<file path="config.mk">
export PLATFORM = sky130hd
export DESIGN_NAME = psp_selector
export DESIGN_NICKNAME = d
export VERILOG_FILES = /design/src/psp_selector.v /design/src/psp_skid_buffer.v
export VERILOG_INCLUDE_DIRS = /design/src /design/src/src
export SDC_FILE = /design/constraint.sdc
export NUM_CORES = 1
export LEC_CHECK = 0
export ABC_CLOCK_PERIOD_IN_PS = 10220
export BUFFER_PORTS_ARGS = -buffer_cell sky130_fd_sc_hd__buf_4
export CAP_MARGIN = 10
export CORE_MARGIN = 1
export CORE_UTILIZATION = 62
export CTS_BUF_LIST = sky130_fd_sc_hd__clkbuf_4 sky130_fd_sc_hd__clkbuf_8 sky130_fd_sc_hd__clkbuf_16
export CTS_CLUSTER_DIAMETER = 80
export DETAILED_ROUTE_END_ITERATION = 8
export GPL_TIMING_DRIVEN = 0
export PLACE_DENSITY = 0.81
export SLEW_MARGIN = 20
export SYNTH_ARGS = -nofsm -noshare
export SYNTH_HDL_FRONTEND = slang
export SYNTH_SLANG_ARGS = --single-unit
</file>
<file path="constraint.sdc">
create_clock -name clk_sys_in -period 10.22 [get_ports clk_sys_in]
set_clock_uncertainty 0.05 [all_clocks]
set_input_delay 2.044 -clock clk_sys_in [delete_from_list [all_inputs] [get_ports clk_sys_in]]
set_output_delay 2.044 -clock clk_sys_in [all_outputs]
set_load 0.05 [all_outputs]
</file>
<file path="src/psp_map.vh">
/*
  Constants for the path protection selector: timing figures, command codes and
  operation settings.
  Assumes a 100 MHz system clock.
*/
`ifndef PSP_MAP_VH
`define PSP_MAP_VH

`define PSP_CLK_HZ 100000000
`define PSP_BASE_SWITCH_MS 100
`define PSP_HOLDOFF_MAX_MS 10000
`define PSP_WTR_MIN_MIN 5
`define PSP_WTR_MAX_MIN 12
`define PSP_WTR_DEFAULT_MIN 5
`define PSP_MS_CYCLES (`PSP_CLK_HZ / 1000)
`define PSP_BASE_SWITCH_CYCLES (`PSP_BASE_SWITCH_MS * `PSP_MS_CYCLES)
`define PSP_MIN_MS (60 * 1000)
`define PSP_CMD_CLEAR 2'h0
`define PSP_CMD_FORCE_PROT 2'h1
`define PSP_CMD_FORCE_WORK 2'h2
`define PSP_CMD_MANUAL_PROT 2'h3
`define PSP_PROT_INHERENT 1'b0
`define PSP_PROT_NONINTRUSIVE 1'b1

`endif

</file>
<file path="src/psp_selector.v">
/*
  Path subnetwork connection 1+1 protection selector: permanent transmit bridge
  and receive selector with hold-off, wait-to-restore and management commands.
  Assumes the adaptation and monitor functions present data with a link clock
  and frame start from outside this clock domain, and that management drives
  the command and setup ports from logic on clk_sys_in.
*/
// What this block does
// - Transmit side copies outgoing data and timing to working and protection outputs.
// - Automatic switching weighs defects of working and protection together.
// - Inherent mode uses each side's server signal fail as criterion.
// - Non-intrusive mode uses trail signal fail and degrade instead.
// - No switch active: forward working signal, discard protection signal.
// - Switch in effect: forward protection signal, never the working one.
// - Management commands can force or request a switch.
// - Switch completes 100 ms plus provisioned hold-off after criterion detection.
// - Revertive mode returns traffic to working after it recovers.
// - Recovered connection waits a settable 0-15 minute interval before reuse.
// - New fail or degrade during wait-to-restore overrides the timer.
// - Setup changes while idle do not disturb traffic.
`default_nettype none
`include "psp_map.vh"

module psp_selector #(
  parameter DATA_W = 8,
  parameter MS_CYCLES = `PSP_MS_CYCLES,
  parameter BASE_SWITCH_CYCLES = `PSP_BASE_SWITCH_CYCLES,
  parameter MIN_MS = `PSP_MIN_MS
) (
  // Clock, reset, enable
  input wire clk_sys_in,
  input wire rst_in,
  input wire ce_in,
  // Transmit side from the path source
  input wire [DATA_W-1:0] tx_data_in,
  input wire tx_clk_in,
  input wire tx_frame_start_in,
  output reg [DATA_W-1:0] tx_work_data_out,
  output reg tx_work_clk_out,
  output reg tx_work_frame_start_out,
  output reg [DATA_W-1:0] tx_prot_data_out,
  output reg tx_prot_clk_out,
  output reg tx_prot_frame_start_out,
  // Receive working connection
  input wire [DATA_W-1:0] work_data_in,
  input wire work_clk_in,
  input wire work_frame_start_in,
  input wire work_server_signal_fail_in,
  input wire work_trail_signal_fail_in,
  input wire work_trail_signal_degrade_in,
  // Receive protection connection
  input wire [DATA_W-1:0] prot_data_in,
  input wire prot_clk_in,
  input wire prot_frame_start_in,
  input wire prot_server_signal_fail_in,
  input wire prot_trail_signal_fail_in,
  input wire prot_trail_signal_degrade_in,
  // Selected output stream
  output reg [DATA_W-1:0] rx_data_out,
  output reg rx_frame_start_out,
  output reg rx_valid_out,
  input wire rx_ready_in,
  // Management setup and commands
  input wire protection_type_in,
  input wire revertive_in,
  input wire [3:0] wait_to_restore_interval_min_in,
  input wire [13:0] holdoff_ms_in,
  input wire [1:0] ext_cmd_in,
  // Status
  output reg on_protection_out,
  output reg wtr_running_out,
  output reg work_fail_out,
  output reg prot_fail_out
);

  localparam ST_WORK = 2'h0;
  localparam ST_PEND = 2'h1;
  localparam ST_PROT = 2'h2;
  localparam ST_WTR = 2'h3;

  // Three-stage synchroniser, first stage is read by the second and by the transmit edge detect.
  function [2:0] sync3;
    input [2:0] s;
    input d;
    begin
      sync3 = {s[1:0], d};
    end
  endfunction

  reg [2:0] tx_clk_s_q, tx_fs_s_q, work_clk_s_q, work_fs_s_q, prot_clk_s_q, prot_fs_s_q;
  reg [2:0] wsf_s_q, wtf_s_q, wtd_s_q, psf_s_q, ptf_s_q, ptd_s_q;
  reg [DATA_W-1:0] tx_d1_q, tx_d2_q, work_d1_q, work_d2_q, prot_d1_q, prot_d2_q;
  reg [1:0] state_q;
  reg [31:0] cyc_cnt_q;
  reg [23:0] ms_cnt_q;
  reg [DATA_W-1:0] work_hold_q, prot_hold_q;
  reg work_fs_hold_q, prot_fs_hold_q;
  reg prev_work_edge_q, prev_prot_edge_q;

  wire tx_edge = tx_clk_s_q[1] & tx_clk_s_q[2] & ~tx_clk_s_q[0] ? 1'b0 : (tx_clk_s_q[1] & ~tx_clk_s_q[2]);
  wire work_edge = work_clk_s_q[1] & ~work_clk_s_q[2];
  wire prot_edge = prot_clk_s_q[1] & ~prot_clk_s_q[2];
  wire w_sf = wsf_s_q[2];
  wire w_tf = wtf_s_q[2];
  wire w_td = wtd_s_q[2];
  wire p_sf = psf_s_q[2];
  wire p_tf = ptf_s_q[2];
  wire p_td = ptd_s_q[2];
  // Criterion per connection depends on the monitoring variant.
  wire work_bad = (protection_type_in == `PSP_PROT_INHERENT) ? w_sf : (w_tf | w_td);
  wire prot_bad = (protection_type_in == `PSP_PROT_INHERENT) ? p_sf : (p_tf | p_td);
  // Switching only pays off when protection is healthier than working.
  wire auto_to_prot = work_bad & ~prot_bad;
  wire auto_to_work = prot_bad & ~work_bad;
  wire [31:0] holdoff_cycles = BASE_SWITCH_CYCLES + holdoff_ms_in * MS_CYCLES;
  // The product is formed at full width; 15 minutes in ms still fits the 24-bit counter.
  wire [31:0] wtr_ms_full = wait_to_restore_interval_min_in * MIN_MS;
  wire [23:0] wtr_ms = wtr_ms_full[23:0];
  wire sel_prot = (state_q == ST_PROT) || (state_q == ST_WTR);

  always @(posedge clk_sys_in)
  begin
    if (rst_in)
    begin
      tx_clk_s_q <= 3'h0;
      tx_fs_s_q <= 3'h0;
      work_clk_s_q <= 3'h0;
      work_fs_s_q <= 3'h0;
      prot_clk_s_q <= 3'h0;
      prot_fs_s_q <= 3'h0;
      wsf_s_q <= 3'h0;
      wtf_s_q <= 3'h0;
      wtd_s_q <= 3'h0;
      psf_s_q <= 3'h0;
      ptf_s_q <= 3'h0;
      ptd_s_q <= 3'h0;
      tx_d1_q <= {DATA_W{1'b0}};
      tx_d2_q <= {DATA_W{1'b0}};
      work_d1_q <= {DATA_W{1'b0}};
      work_d2_q <= {DATA_W{1'b0}};
      prot_d1_q <= {DATA_W{1'b0}};
      prot_d2_q <= {DATA_W{1'b0}};
    end
    else if (ce_in)
    begin
      tx_clk_s_q <= sync3(tx_clk_s_q, tx_clk_in);
      tx_fs_s_q <= sync3(tx_fs_s_q, tx_frame_start_in);
      work_clk_s_q <= sync3(work_clk_s_q, work_clk_in);
      work_fs_s_q <= sync3(work_fs_s_q, work_frame_start_in);
      prot_clk_s_q <= sync3(prot_clk_s_q, prot_clk_in);
      prot_fs_s_q <= sync3(prot_fs_s_q, prot_frame_start_in);
      wsf_s_q <= sync3(wsf_s_q, work_server_signal_fail_in);
      wtf_s_q <= sync3(wtf_s_q, work_trail_signal_fail_in);
      wtd_s_q <= sync3(wtd_s_q, work_trail_signal_degrade_in);
      psf_s_q <= sync3(psf_s_q, prot_server_signal_fail_in);
      ptf_s_q <= sync3(ptf_s_q, prot_trail_signal_fail_in);
      ptd_s_q <= sync3(ptd_s_q, prot_trail_signal_degrade_in);
      tx_d1_q <= tx_data_in;
      tx_d2_q <= tx_d1_q;
      work_d1_q <= work_data_in;
      work_d2_q <= work_d1_q;
      prot_d1_q <= prot_data_in;
      prot_d2_q <= prot_d1_q;
    end
  end

  // Permanent bridge: both outputs carry the same regenerated signal.
  always @(posedge clk_sys_in)
  begin
    if (rst_in)
    begin
      tx_work_data_out <= {DATA_W{1'b0}};
      tx_prot_data_out <= {DATA_W{1'b0}};
      tx_work_clk_out <= 1'b0;
      tx_prot_clk_out <= 1'b0;
      tx_work_frame_start_out <= 1'b0;
      tx_prot_frame_start_out <= 1'b0;
    end
    else if (ce_in)
    begin
      tx_work_clk_out <= tx_clk_s_q[2];
      tx_prot_clk_out <= tx_clk_s_q[2];
      if (tx_edge)
      begin
        tx_work_data_out <= tx_d2_q;
        tx_prot_data_out <= tx_d2_q;
        tx_work_frame_start_out <= tx_fs_s_q[2];
        tx_prot_frame_start_out <= tx_fs_s_q[2];
      end
    end
  end

  // Selector state machine; setup inputs are read every cycle in the states that use them.
  always @(posedge clk_sys_in)
  begin
    if (rst_in)
    begin
      state_q <= ST_WORK;
      cyc_cnt_q <= 32'h0;
      ms_cnt_q <= 24'h0;
    end
    else if (ce_in)
    begin
      case (state_q)
        ST_WORK:
        begin
          cyc_cnt_q <= 32'h0;
          if (ext_cmd_in == `PSP_CMD_FORCE_PROT || (ext_cmd_in == `PSP_CMD_MANUAL_PROT && !prot_bad))
            state_q <= ST_PROT;
          else if (ext_cmd_in != `PSP_CMD_FORCE_WORK && auto_to_prot)
            state_q <= ST_PEND;
        end
        ST_PEND:
        begin
          if (ext_cmd_in == `PSP_CMD_FORCE_PROT)
            state_q <= ST_PROT;
          else if (!auto_to_prot || ext_cmd_in == `PSP_CMD_FORCE_WORK)
            state_q <= ST_WORK;
          else if (cyc_cnt_q + 32'h1 >= holdoff_cycles)
            state_q <= ST_PROT;
          else
            cyc_cnt_q <= cyc_cnt_q + 32'h1;
        end
        ST_PROT:
        begin
          cyc_cnt_q <= 32'h0;
          ms_cnt_q <= 24'h0;
          if (ext_cmd_in == `PSP_CMD_FORCE_WORK || (ext_cmd_in == `PSP_CMD_CLEAR && auto_to_work))
            state_q <= ST_WORK;
          else if (ext_cmd_in == `PSP_CMD_CLEAR && revertive_in && !work_bad)
            state_q <= ST_WTR;
        end
        ST_WTR:
        begin
          if (ext_cmd_in == `PSP_CMD_FORCE_PROT || ext_cmd_in == `PSP_CMD_MANUAL_PROT || work_bad)
            state_q <= ST_PROT;
          else if (ext_cmd_in == `PSP_CMD_FORCE_WORK || prot_bad || ms_cnt_q >= wtr_ms)
            state_q <= ST_WORK;
          else if (cyc_cnt_q + 32'h1 >= MS_CYCLES)
          begin
            cyc_cnt_q <= 32'h0;
            ms_cnt_q <= ms_cnt_q + 24'h1;
          end
          else
            cyc_cnt_q <= cyc_cnt_q + 32'h1;
        end
        default:
          state_q <= ST_WORK;
      endcase
    end
  end

  // Capture each connection's word on its own recovered clock edge.
  always @(posedge clk_sys_in)
  begin
    if (rst_in)
    begin
      work_hold_q <= {DATA_W{1'b0}};
      prot_hold_q <= {DATA_W{1'b0}};
      work_fs_hold_q <= 1'b0;
      prot_fs_hold_q <= 1'b0;
      prev_work_edge_q <= 1'b0;
      prev_prot_edge_q <= 1'b0;
    end
    else if (ce_in)
    begin
      prev_work_edge_q <= work_edge & ~sel_prot;
      prev_prot_edge_q <= prot_edge & sel_prot;
      if (work_edge)
      begin
        work_hold_q <= work_d2_q;
        work_fs_hold_q <= work_fs_s_q[2];
      end
      if (prot_edge)
      begin
        prot_hold_q <= prot_d2_q;
        prot_fs_hold_q <= prot_fs_s_q[2];
      end
    end
  end

  wire sel_valid = prev_work_edge_q | prev_prot_edge_q;
  wire [DATA_W:0] sel_word = prev_prot_edge_q ? {prot_fs_hold_q, prot_hold_q} :
                                                {work_fs_hold_q, work_hold_q};
  wire buf_out_valid;
  wire [DATA_W:0] buf_out_data;
  wire out_take = !rx_valid_out || rx_ready_in;

  psp_skid_buffer #(
    .WIDTH(DATA_W + 1)
  ) u_buf (
    .clk_sys_in(clk_sys_in),
    .rst_in(rst_in),
    .ce_in(ce_in),
    .in_valid_in(sel_valid),
    .in_data_in(sel_word),
    .in_ready_out(),
    .out_valid_out(buf_out_valid),
    .out_data_out(buf_out_data),
    .out_ready_in(out_take)
  );

  always @(posedge clk_sys_in)
  begin
    if (rst_in)
    begin
      rx_data_out <= {DATA_W{1'b0}};
      rx_frame_start_out <= 1'b0;
      rx_valid_out <= 1'b0;
      on_protection_out <= 1'b0;
      wtr_running_out <= 1'b0;
      work_fail_out <= 1'b0;
      prot_fail_out <= 1'b0;
    end
    else if (ce_in)
    begin
      if (out_take)
      begin
        rx_valid_out <= buf_out_valid;
        rx_data_out <= buf_out_data[DATA_W-1:0];
        rx_frame_start_out <= buf_out_data[DATA_W];
      end
      on_protection_out <= sel_prot;
      wtr_running_out <= (state_q == ST_WTR);
      work_fail_out <= work_bad;
      prot_fail_out <= prot_bad;
    end
  end

endmodule

`default_nettype wire

</file>
<file path="src/psp_skid_buffer.v">
/*
  Two-entry buffer with valid and ready on both sides.
  Assumes a single clock domain and a synchronous active-high reset.
*/
`default_nettype none

module psp_skid_buffer #(
  parameter WIDTH = 9
) (
  // Clock and reset
  input wire clk_sys_in,
  input wire rst_in,
  input wire ce_in,
  // Fill side
  input wire in_valid_in,
  input wire [WIDTH-1:0] in_data_in,
  output wire in_ready_out,
  // Drain side
  output wire out_valid_out,
  output wire [WIDTH-1:0] out_data_out,
  input wire out_ready_in
);

  reg [WIDTH-1:0] mem_q [0:1];
  reg wr_ptr_q;
  reg rd_ptr_q;
  reg [1:0] count_q;
  wire push;
  wire pop;

  assign in_ready_out = (count_q != 2'h2);
  assign out_valid_out = (count_q != 2'h0);
  assign out_data_out = mem_q[rd_ptr_q];
  assign push = in_valid_in && in_ready_out;
  assign pop = out_valid_out && out_ready_in;

  always @(posedge clk_sys_in)
  begin
    if (rst_in)
    begin
      wr_ptr_q <= 1'b0;
      rd_ptr_q <= 1'b0;
      count_q <= 2'h0;
    end
    else if (ce_in)
    begin
      if (push)
      begin
        mem_q[wr_ptr_q] <= in_data_in;
        wr_ptr_q <= ~wr_ptr_q;
      end
      if (pop)
        rd_ptr_q <= ~rd_ptr_q;
      if (push && !pop)
        count_q <= count_q + 2'h1;
      else if (pop && !push)
        count_q <= count_q - 2'h1;
    end
  end

endmodule

`default_nettype wire
</file>
---- Word-level counts from Yosys, hierarchy flattened ----
Memory sizes are Yosys's and may differ from the RTL's. A register that Yosys moved wholly into a read port is not among the register bits.
Index checks and enable logic that the tools add are counted.
storage, ports and cells
  register bits ........................... 181
  bits in latches ......................... 0
  memory bits (writable) .................. 18
  memory bits (read-only) ................. 0
  logic and storage cells ................. 159
  memories ................................ 1
operators by class
  add/subtract/negate cells ............... 5
  multipliers ............................. 2
  divide/modulo/power cells ............... 0
  magnitude comparators ................... 3
  equality and inequality tests ........... 18
  shifts and indexed selects .............. 0
  mux-type cells .......................... 31
  bitwise logic cells ..................... 21
  reductions and logical operators ........ 40
memory list
  memory       words  width  rd ports  clocked after memory_dff  wr ports  RTL line              RTL
  u_buf.mem_q  2      9      1         1                         1         psp_skid_buffer.v:24  reg [WIDTH-1:0] mem_q [0:1];
operators by type and width
  operator                                                             number
  2-to-1 mux 32 bit                                                    6
  one-hot mux 32 bit (3 select lines)                                  1
  2-to-1 mux 24 bit                                                    3
  one-hot mux 24 bit (2 select lines)                                  1
  adder 24 x 31 -> 32 bit, first input constant                        1
  adder 32 x 1 -> 32 bit, second input constant                        1
  greater-or-equal comparator 32 x 17 -> 1 bit, second input constant  1
  greater-or-equal comparator 32 bit                                   1
  multiplier 14 x 12 -> 26 bit, second input constant                  1
  adder 24 x 1 -> 24 bit, second input constant                        1
  greater-or-equal comparator 24 x 20 -> 1 bit                         1
  2-to-1 mux 2 bit                                                     11
  inequality test 2 bit, second input constant                         8
  multiplier 4 x 11 -> 15 bit, second input constant                   1
  AND reduction 2 bit                                                  7
  AND reduction 5 bit                                                  2
  bitwise AND 1 bit                                                    9
  logical AND 1 bit                                                    9
  logical OR 1 bit                                                     9
  2-to-1 mux 9 bit                                                     1
  inverter 1 bit                                                       9
  == test 2 bit, second input constant                                 4
  one-hot mux 2 bit (4 select lines)                                   1
  2-to-1 mux 1 bit                                                     7
  other kinds (12)                                                     24

---- Logic depth before layout (Yosys ltp) ----
  depth after elaboration ................. 9
  gate-level depth with buffers ........... 30

---- By module ----
A second synthesis with hierarchy kept.
second synthesis, totals
  cell total of the unflattened synthesis .. 1617
  area total of the unflattened synthesis .. 14719.1 µm²
modules (own cells, without submodules)
  module           times used  cells each  area each (µm²)
  psp_selector     1           1560        13794.5
  psp_skid_buffer  1           57          924.6

---- Worst setup path before layout ----
No wires, ideal clock.
  path type ............................... in2reg
  start ................................... in holdoff_ms_in[9]
  end ..................................... reg cyc_cnt_q[17]
  library setup time ...................... 0.137 ns
  arrival ................................. 8.636 ns
  data required time ...................... 10.033 ns
  path slack .............................. 1.397 ns
  stages .................................. 28
  path buffers ............................ 1
  path through ............................ ha_1 > ha_1 > inv_1 > fa_1 > inv_1 > fa_1 > inv_1 > fa_1 > inv_1 > ha_1 > a211oi_1 > o21ai_0 > and3_1 > o21ba_2 > mux2i_1 > a2111oi_0 > nor2_1 > nor4bb_1 > xnor2_1 > ha_1 > a21o_1 > a2111oi_0 > o2111ai_1 > o211ai_1 > clkbuf_1 > nand3_1 > xnor2_1 > nor2_1
between the ends
  cells in the longest elaborated chain, start to end .. 5
ends and longest elaborated chain
  element                             RTL line            RTL
  start: declaration                  psp_selector.v:67   input wire [13:0] holdoff_ms_in,
  multiplier 14 x 12 -> 26 bit        psp_selector.v:115  wire [31:0] holdoff_cycles = BASE_SWITCH_CYCLES + holdoff_ms_in * MS_CYCLES;
  adder 24 x 31 -> 32 bit             psp_selector.v:115
  greater-or-equal comparator 32 bit  psp_selector.v:219  else if (cyc_cnt_q + 32'h1 >= holdoff_cycles)
  inequality test 2 bit (no line)     --
  AND reduction 6 bit (no line)       --
  end signal: assignment              psp_selector.v:222  cyc_cnt_q <= cyc_cnt_q + 32'h1;
  end signal: assignment              psp_selector.v:245  cyc_cnt_q <= cyc_cnt_q + 32'h1;
  end: declaration                    psp_selector.v:94   reg [31:0] cyc_cnt_q;
No other way between the ends.
A chain may end at the register's enable or synchronous reset.

---- Worst setup path in the final report ----
  start ................................... in holdoff_ms_in[9]
  end ..................................... reg cyc_cnt_q[25]
Same word-level chain as after synthesis.

==> impl_metrics.yaml <==
run_status:
  status: "completed"
placed_design:
  dp_worst_setup_slack_ps: 122
  placed_area_um2: 15300
  port_buffers: 91
  gp_congestion: 0.934
  post-dp-hpwl_mm: 24.3
detailed_routing:
  ant_nets: 0
  drtIter0Drc: 609
  dr.pass1.iters: 5
  wire_per_inst_um: 15.9
  vias_per_cell: 5.91
  vias: 11800
  drcViolationCount: 0
  drt_wl_total_mm: 31.6
synthesis:
  ys_seq_area_frac: 0.305
  synth-simple-area-share: 0.158
  ys_seq_elements: 208
  avgSynthCellArea_um2: 9.07
  synth_top_family_by_area: "adder cells"
  yosysTopAreaCellShare: 0.267
  synth_compound_area_frac: 0.124
  synthXorXnorAreaFrac: 0.0602
  yosys-mux-area-fraction: 0.0928
  syn-instance-count: 1573
  yosys-top-cells-area: "dfxtp_1 (27%), ha_1 (14%), mux2i_1 (8.5%)"
  async_reset_ff_frac: 0
  yosysTopAreaCell: "dfxtp_1"
  synth_nets: 1838
  synth_cell_types: 78
  synth_flop_cell: "dfxtp_1"
  synthAdderAreaFrac: 0.198
  syn_area_um2: 14300
  yosys_warnings: 0
  synth_edf_count: 18
pwr:
  p_sw_frac: 0.394
  p_sw_mw: 1.34
  clockPowerShare: 0.249
  p_seq_frac: 0.254
  powerDensity_nw_per_um2: 211
  vdd_drop_max_mv: 0.200
  power.internal_mw: 2.06
  p_comb_frac: 0.497
  p_leak_nw: 7.59
critical_path:
  slowest_stage: "a2111oi_1"
  cp_max_fo: 10
  crit_type: "primary input to register"
  cp_slowest_stage_delay_ps: 730
  cp-start-kind: "primary input"
  critPathCaptureType: "register"
  critPathRequiredTime_ps: 10530
  worstPathArrival_ps: 9850
floorplan:
  ios: 96
  fp.coreArea_um2: 22600
  die_h_um: 154
  initial_core_util: 0.632
  die_x_um: 154
  dieArea_um2: 23600
  rows: 55
clock_tree:
  cts_tree: "done"
  clock_path_buffers: 3
  cts-root-buf: "clkbuf_16"
  cts_buffers: 23
  clkSinkCount: 208
  clkTransAtPathRegs_ps: 60
  ctsHoldBuffers: 0
  clk_latency_ps: 520
  cts_max_level: 1
global_routing:
  gr-total-overflow: 0
  grt_usage: 0.270
  antenna_found_initial: 0
  grt_pass1_vias: 11300
  grt_pass1_wl_mm: 53.0
  grt_max_degree: 14
timing:
  finalSetupTns_ps: 0
  fmax_ghz: 0.105
  worst_slew_pin_slew_ps: 917
  relSlewSlack: 0.389
  setup_viol: 0
  hold_viol_final: 0
  setup_slack_ps: 682
  finalMaxSlewViolations: 0
  rsz0062_at_grt: "no"
  finalCritPeriodShare: 0.933
  fin_crit_ps: 9540
  holdWs_ps: 398
final_layout:
  antennaDiodeCount: 0
  fillCellCount: 1707
  postLayoutCoreUtil: 0.713
  syn_to_final_growth_pct: 12.9
  nets: 1954
  design_area_um2: 16100
  drive_above_1_share: 0.112
min_path:
  hp-class: "register to register"
run:
  maxCapViolCount: 0
## per-layer routing
metal,up-vias,share of wire,GRT usage
met4,0,0.028,0.0852
met2,310,0.47,0.465
met3,69,0.051,0.0372
met5,-,0,0
li1,5751,-,-
met1,5630,0.45,0.351
## cell families (layout without fill, tap and decap cells)
logic type	Yosys count	in the layout
simple gates	460	460
compound gates	252	252
buf+inv	221	353
flops	208	208
fa+ha+maj	203	203
mux	131	131
xor+xnor	98	98
## cell usage after synthesis (38+ instances only)
| library cell | count |
|---|---|
| nor2_1 | 184 |
| fa_1 | 38 |
| mux2i_1 | 121 |
| xnor2_1 | 48 |
| nand2_1 | 86 |
| dfxtp_1 | 190 |
| xor2_1 | 50 |
| inv_1 | 137 |
| clkbuf_1 | 45 |
| ha_1 | 165 |
| nand3_1 | 45 |
| a21oi_1 | 57 |
## flip-flops by register name (all words and copies together), names as in the netlist, 8 cells and up
signal	count
cyc_cnt_q	32
ms_cnt_q	24
prot_d1_q	8
prot_d2_q	8
prot_hold_q	8
rx_data_out	8
tx_d1_q	8
tx_d2_q	8
tx_prot_data_out	8
u_buf.mem_q	18
work_d1_q	8
work_d2_q	8
work_hold_q	8
## critical path, delay by kind of cell
kind | cells | cell delay (ps)
AO/OA/AOI/OAI | 8 | 2740
XOR/XNOR | 2 | 450
buffers and inverters | 6 | 840
AND/OR/NAND/NOR | 5 | 760
multiplexers | 1 | 110
adder cells (fa/ha/maj) | 7 | 2870
## timing repair
| item | 4_1_cts | 5_1_grt |
|---|---|---|
| buffers inserted | 0 | 0 |
| endpoints found under the setup margin | 0 | 29 |
| gates resized for setup | 0 | 1 |
## final timing paths
kind | start | end | slack (ps) | cells after the start
worst max-delay path | holdoff_ms_in[9] | cyc_cnt_q[25]$_SDFFE_PP0P_ | 680 | 29
worst min-delay path | prot_d2_q[7]$_SDFFE_PP0P_ | prot_hold_q[7]$_SDFFE_PP0P_ | 400 | 2
worst max register to register | cyc_cnt_q[7]$_SDFFE_PP0P_ | cyc_cnt_q[25]$_SDFFE_PP0P_ | 5420 | 18
worst min register to register | prot_d2_q[7]$_SDFFE_PP0P_ | prot_hold_q[7]$_SDFFE_PP0P_ | 400 | 2
## cell type report
| type | count | area [um^2] | area share |
|---|---|---|---|
| Clock buffer | 33 | 669 | 0.0416 |
| Inverter | 139 | 522 | 0.0324 |
| Multi-Input combinational cell | 1144 | 9040 | 0.562 |
| Clock inverter | 8 | 114 | 0.00707 |
| Buffer | 82 | 363 | 0.0225 |
| Tap cell | 285 | 357 | 0.0222 |
| Timing Repair Buffer | 91 | 683 | 0.0424 |
| Sequential cell | 208 | 4340 | 0.270 |
## layout by cell type, fill, tap and decap left out, types with 27 or more instances in the layout
| cell type | instances |
|---|---|
| a21o_1 | 33 |
| a21oi_1 | 57 |
| buf_4 | 103 |
| clkbuf_1 | 45 |
| dfxtp_1 | 190 |
| fa_1 | 38 |
| ha_1 | 165 |
| inv_1 | 137 |
| mux2i_1 | 121 |
| nand2_1 | 86 |
| nand3_1 | 45 |
| nor2_1 | 184 |
| o21ai_0 | 27 |
| xnor2_1 | 48 |
| xor2_1 | 50 |
## power groups by stage
| stage | logic, mW | clock network (mW) | registers, mW |
|---|---|---|---|
| floorplan | 1.33 | 0 | 0.895 |
| global placement | 1.62 | 0 | 0.879 |
| detailed placement | 1.67 | 0 | 0.880 |
| CTS | 1.69 | 0.855 | 0.862 |
| global route | 1.94 | 0.886 | 0.865 |
| finish | 1.69 | 0.845 | 0.863 |
## stage by stage
step | cells | total power [mW]
3_5_place_dp | 1949 | 2.55
4_1_cts | 1990 | 3.41
5_1_grt | 1990 | 3.69
6_report | 1990 | 3.39
2_1_floorplan | 1573 | 2.23
3_3_place_gp | 1949 | 2.50
Power figures use the tool's default switching activity.
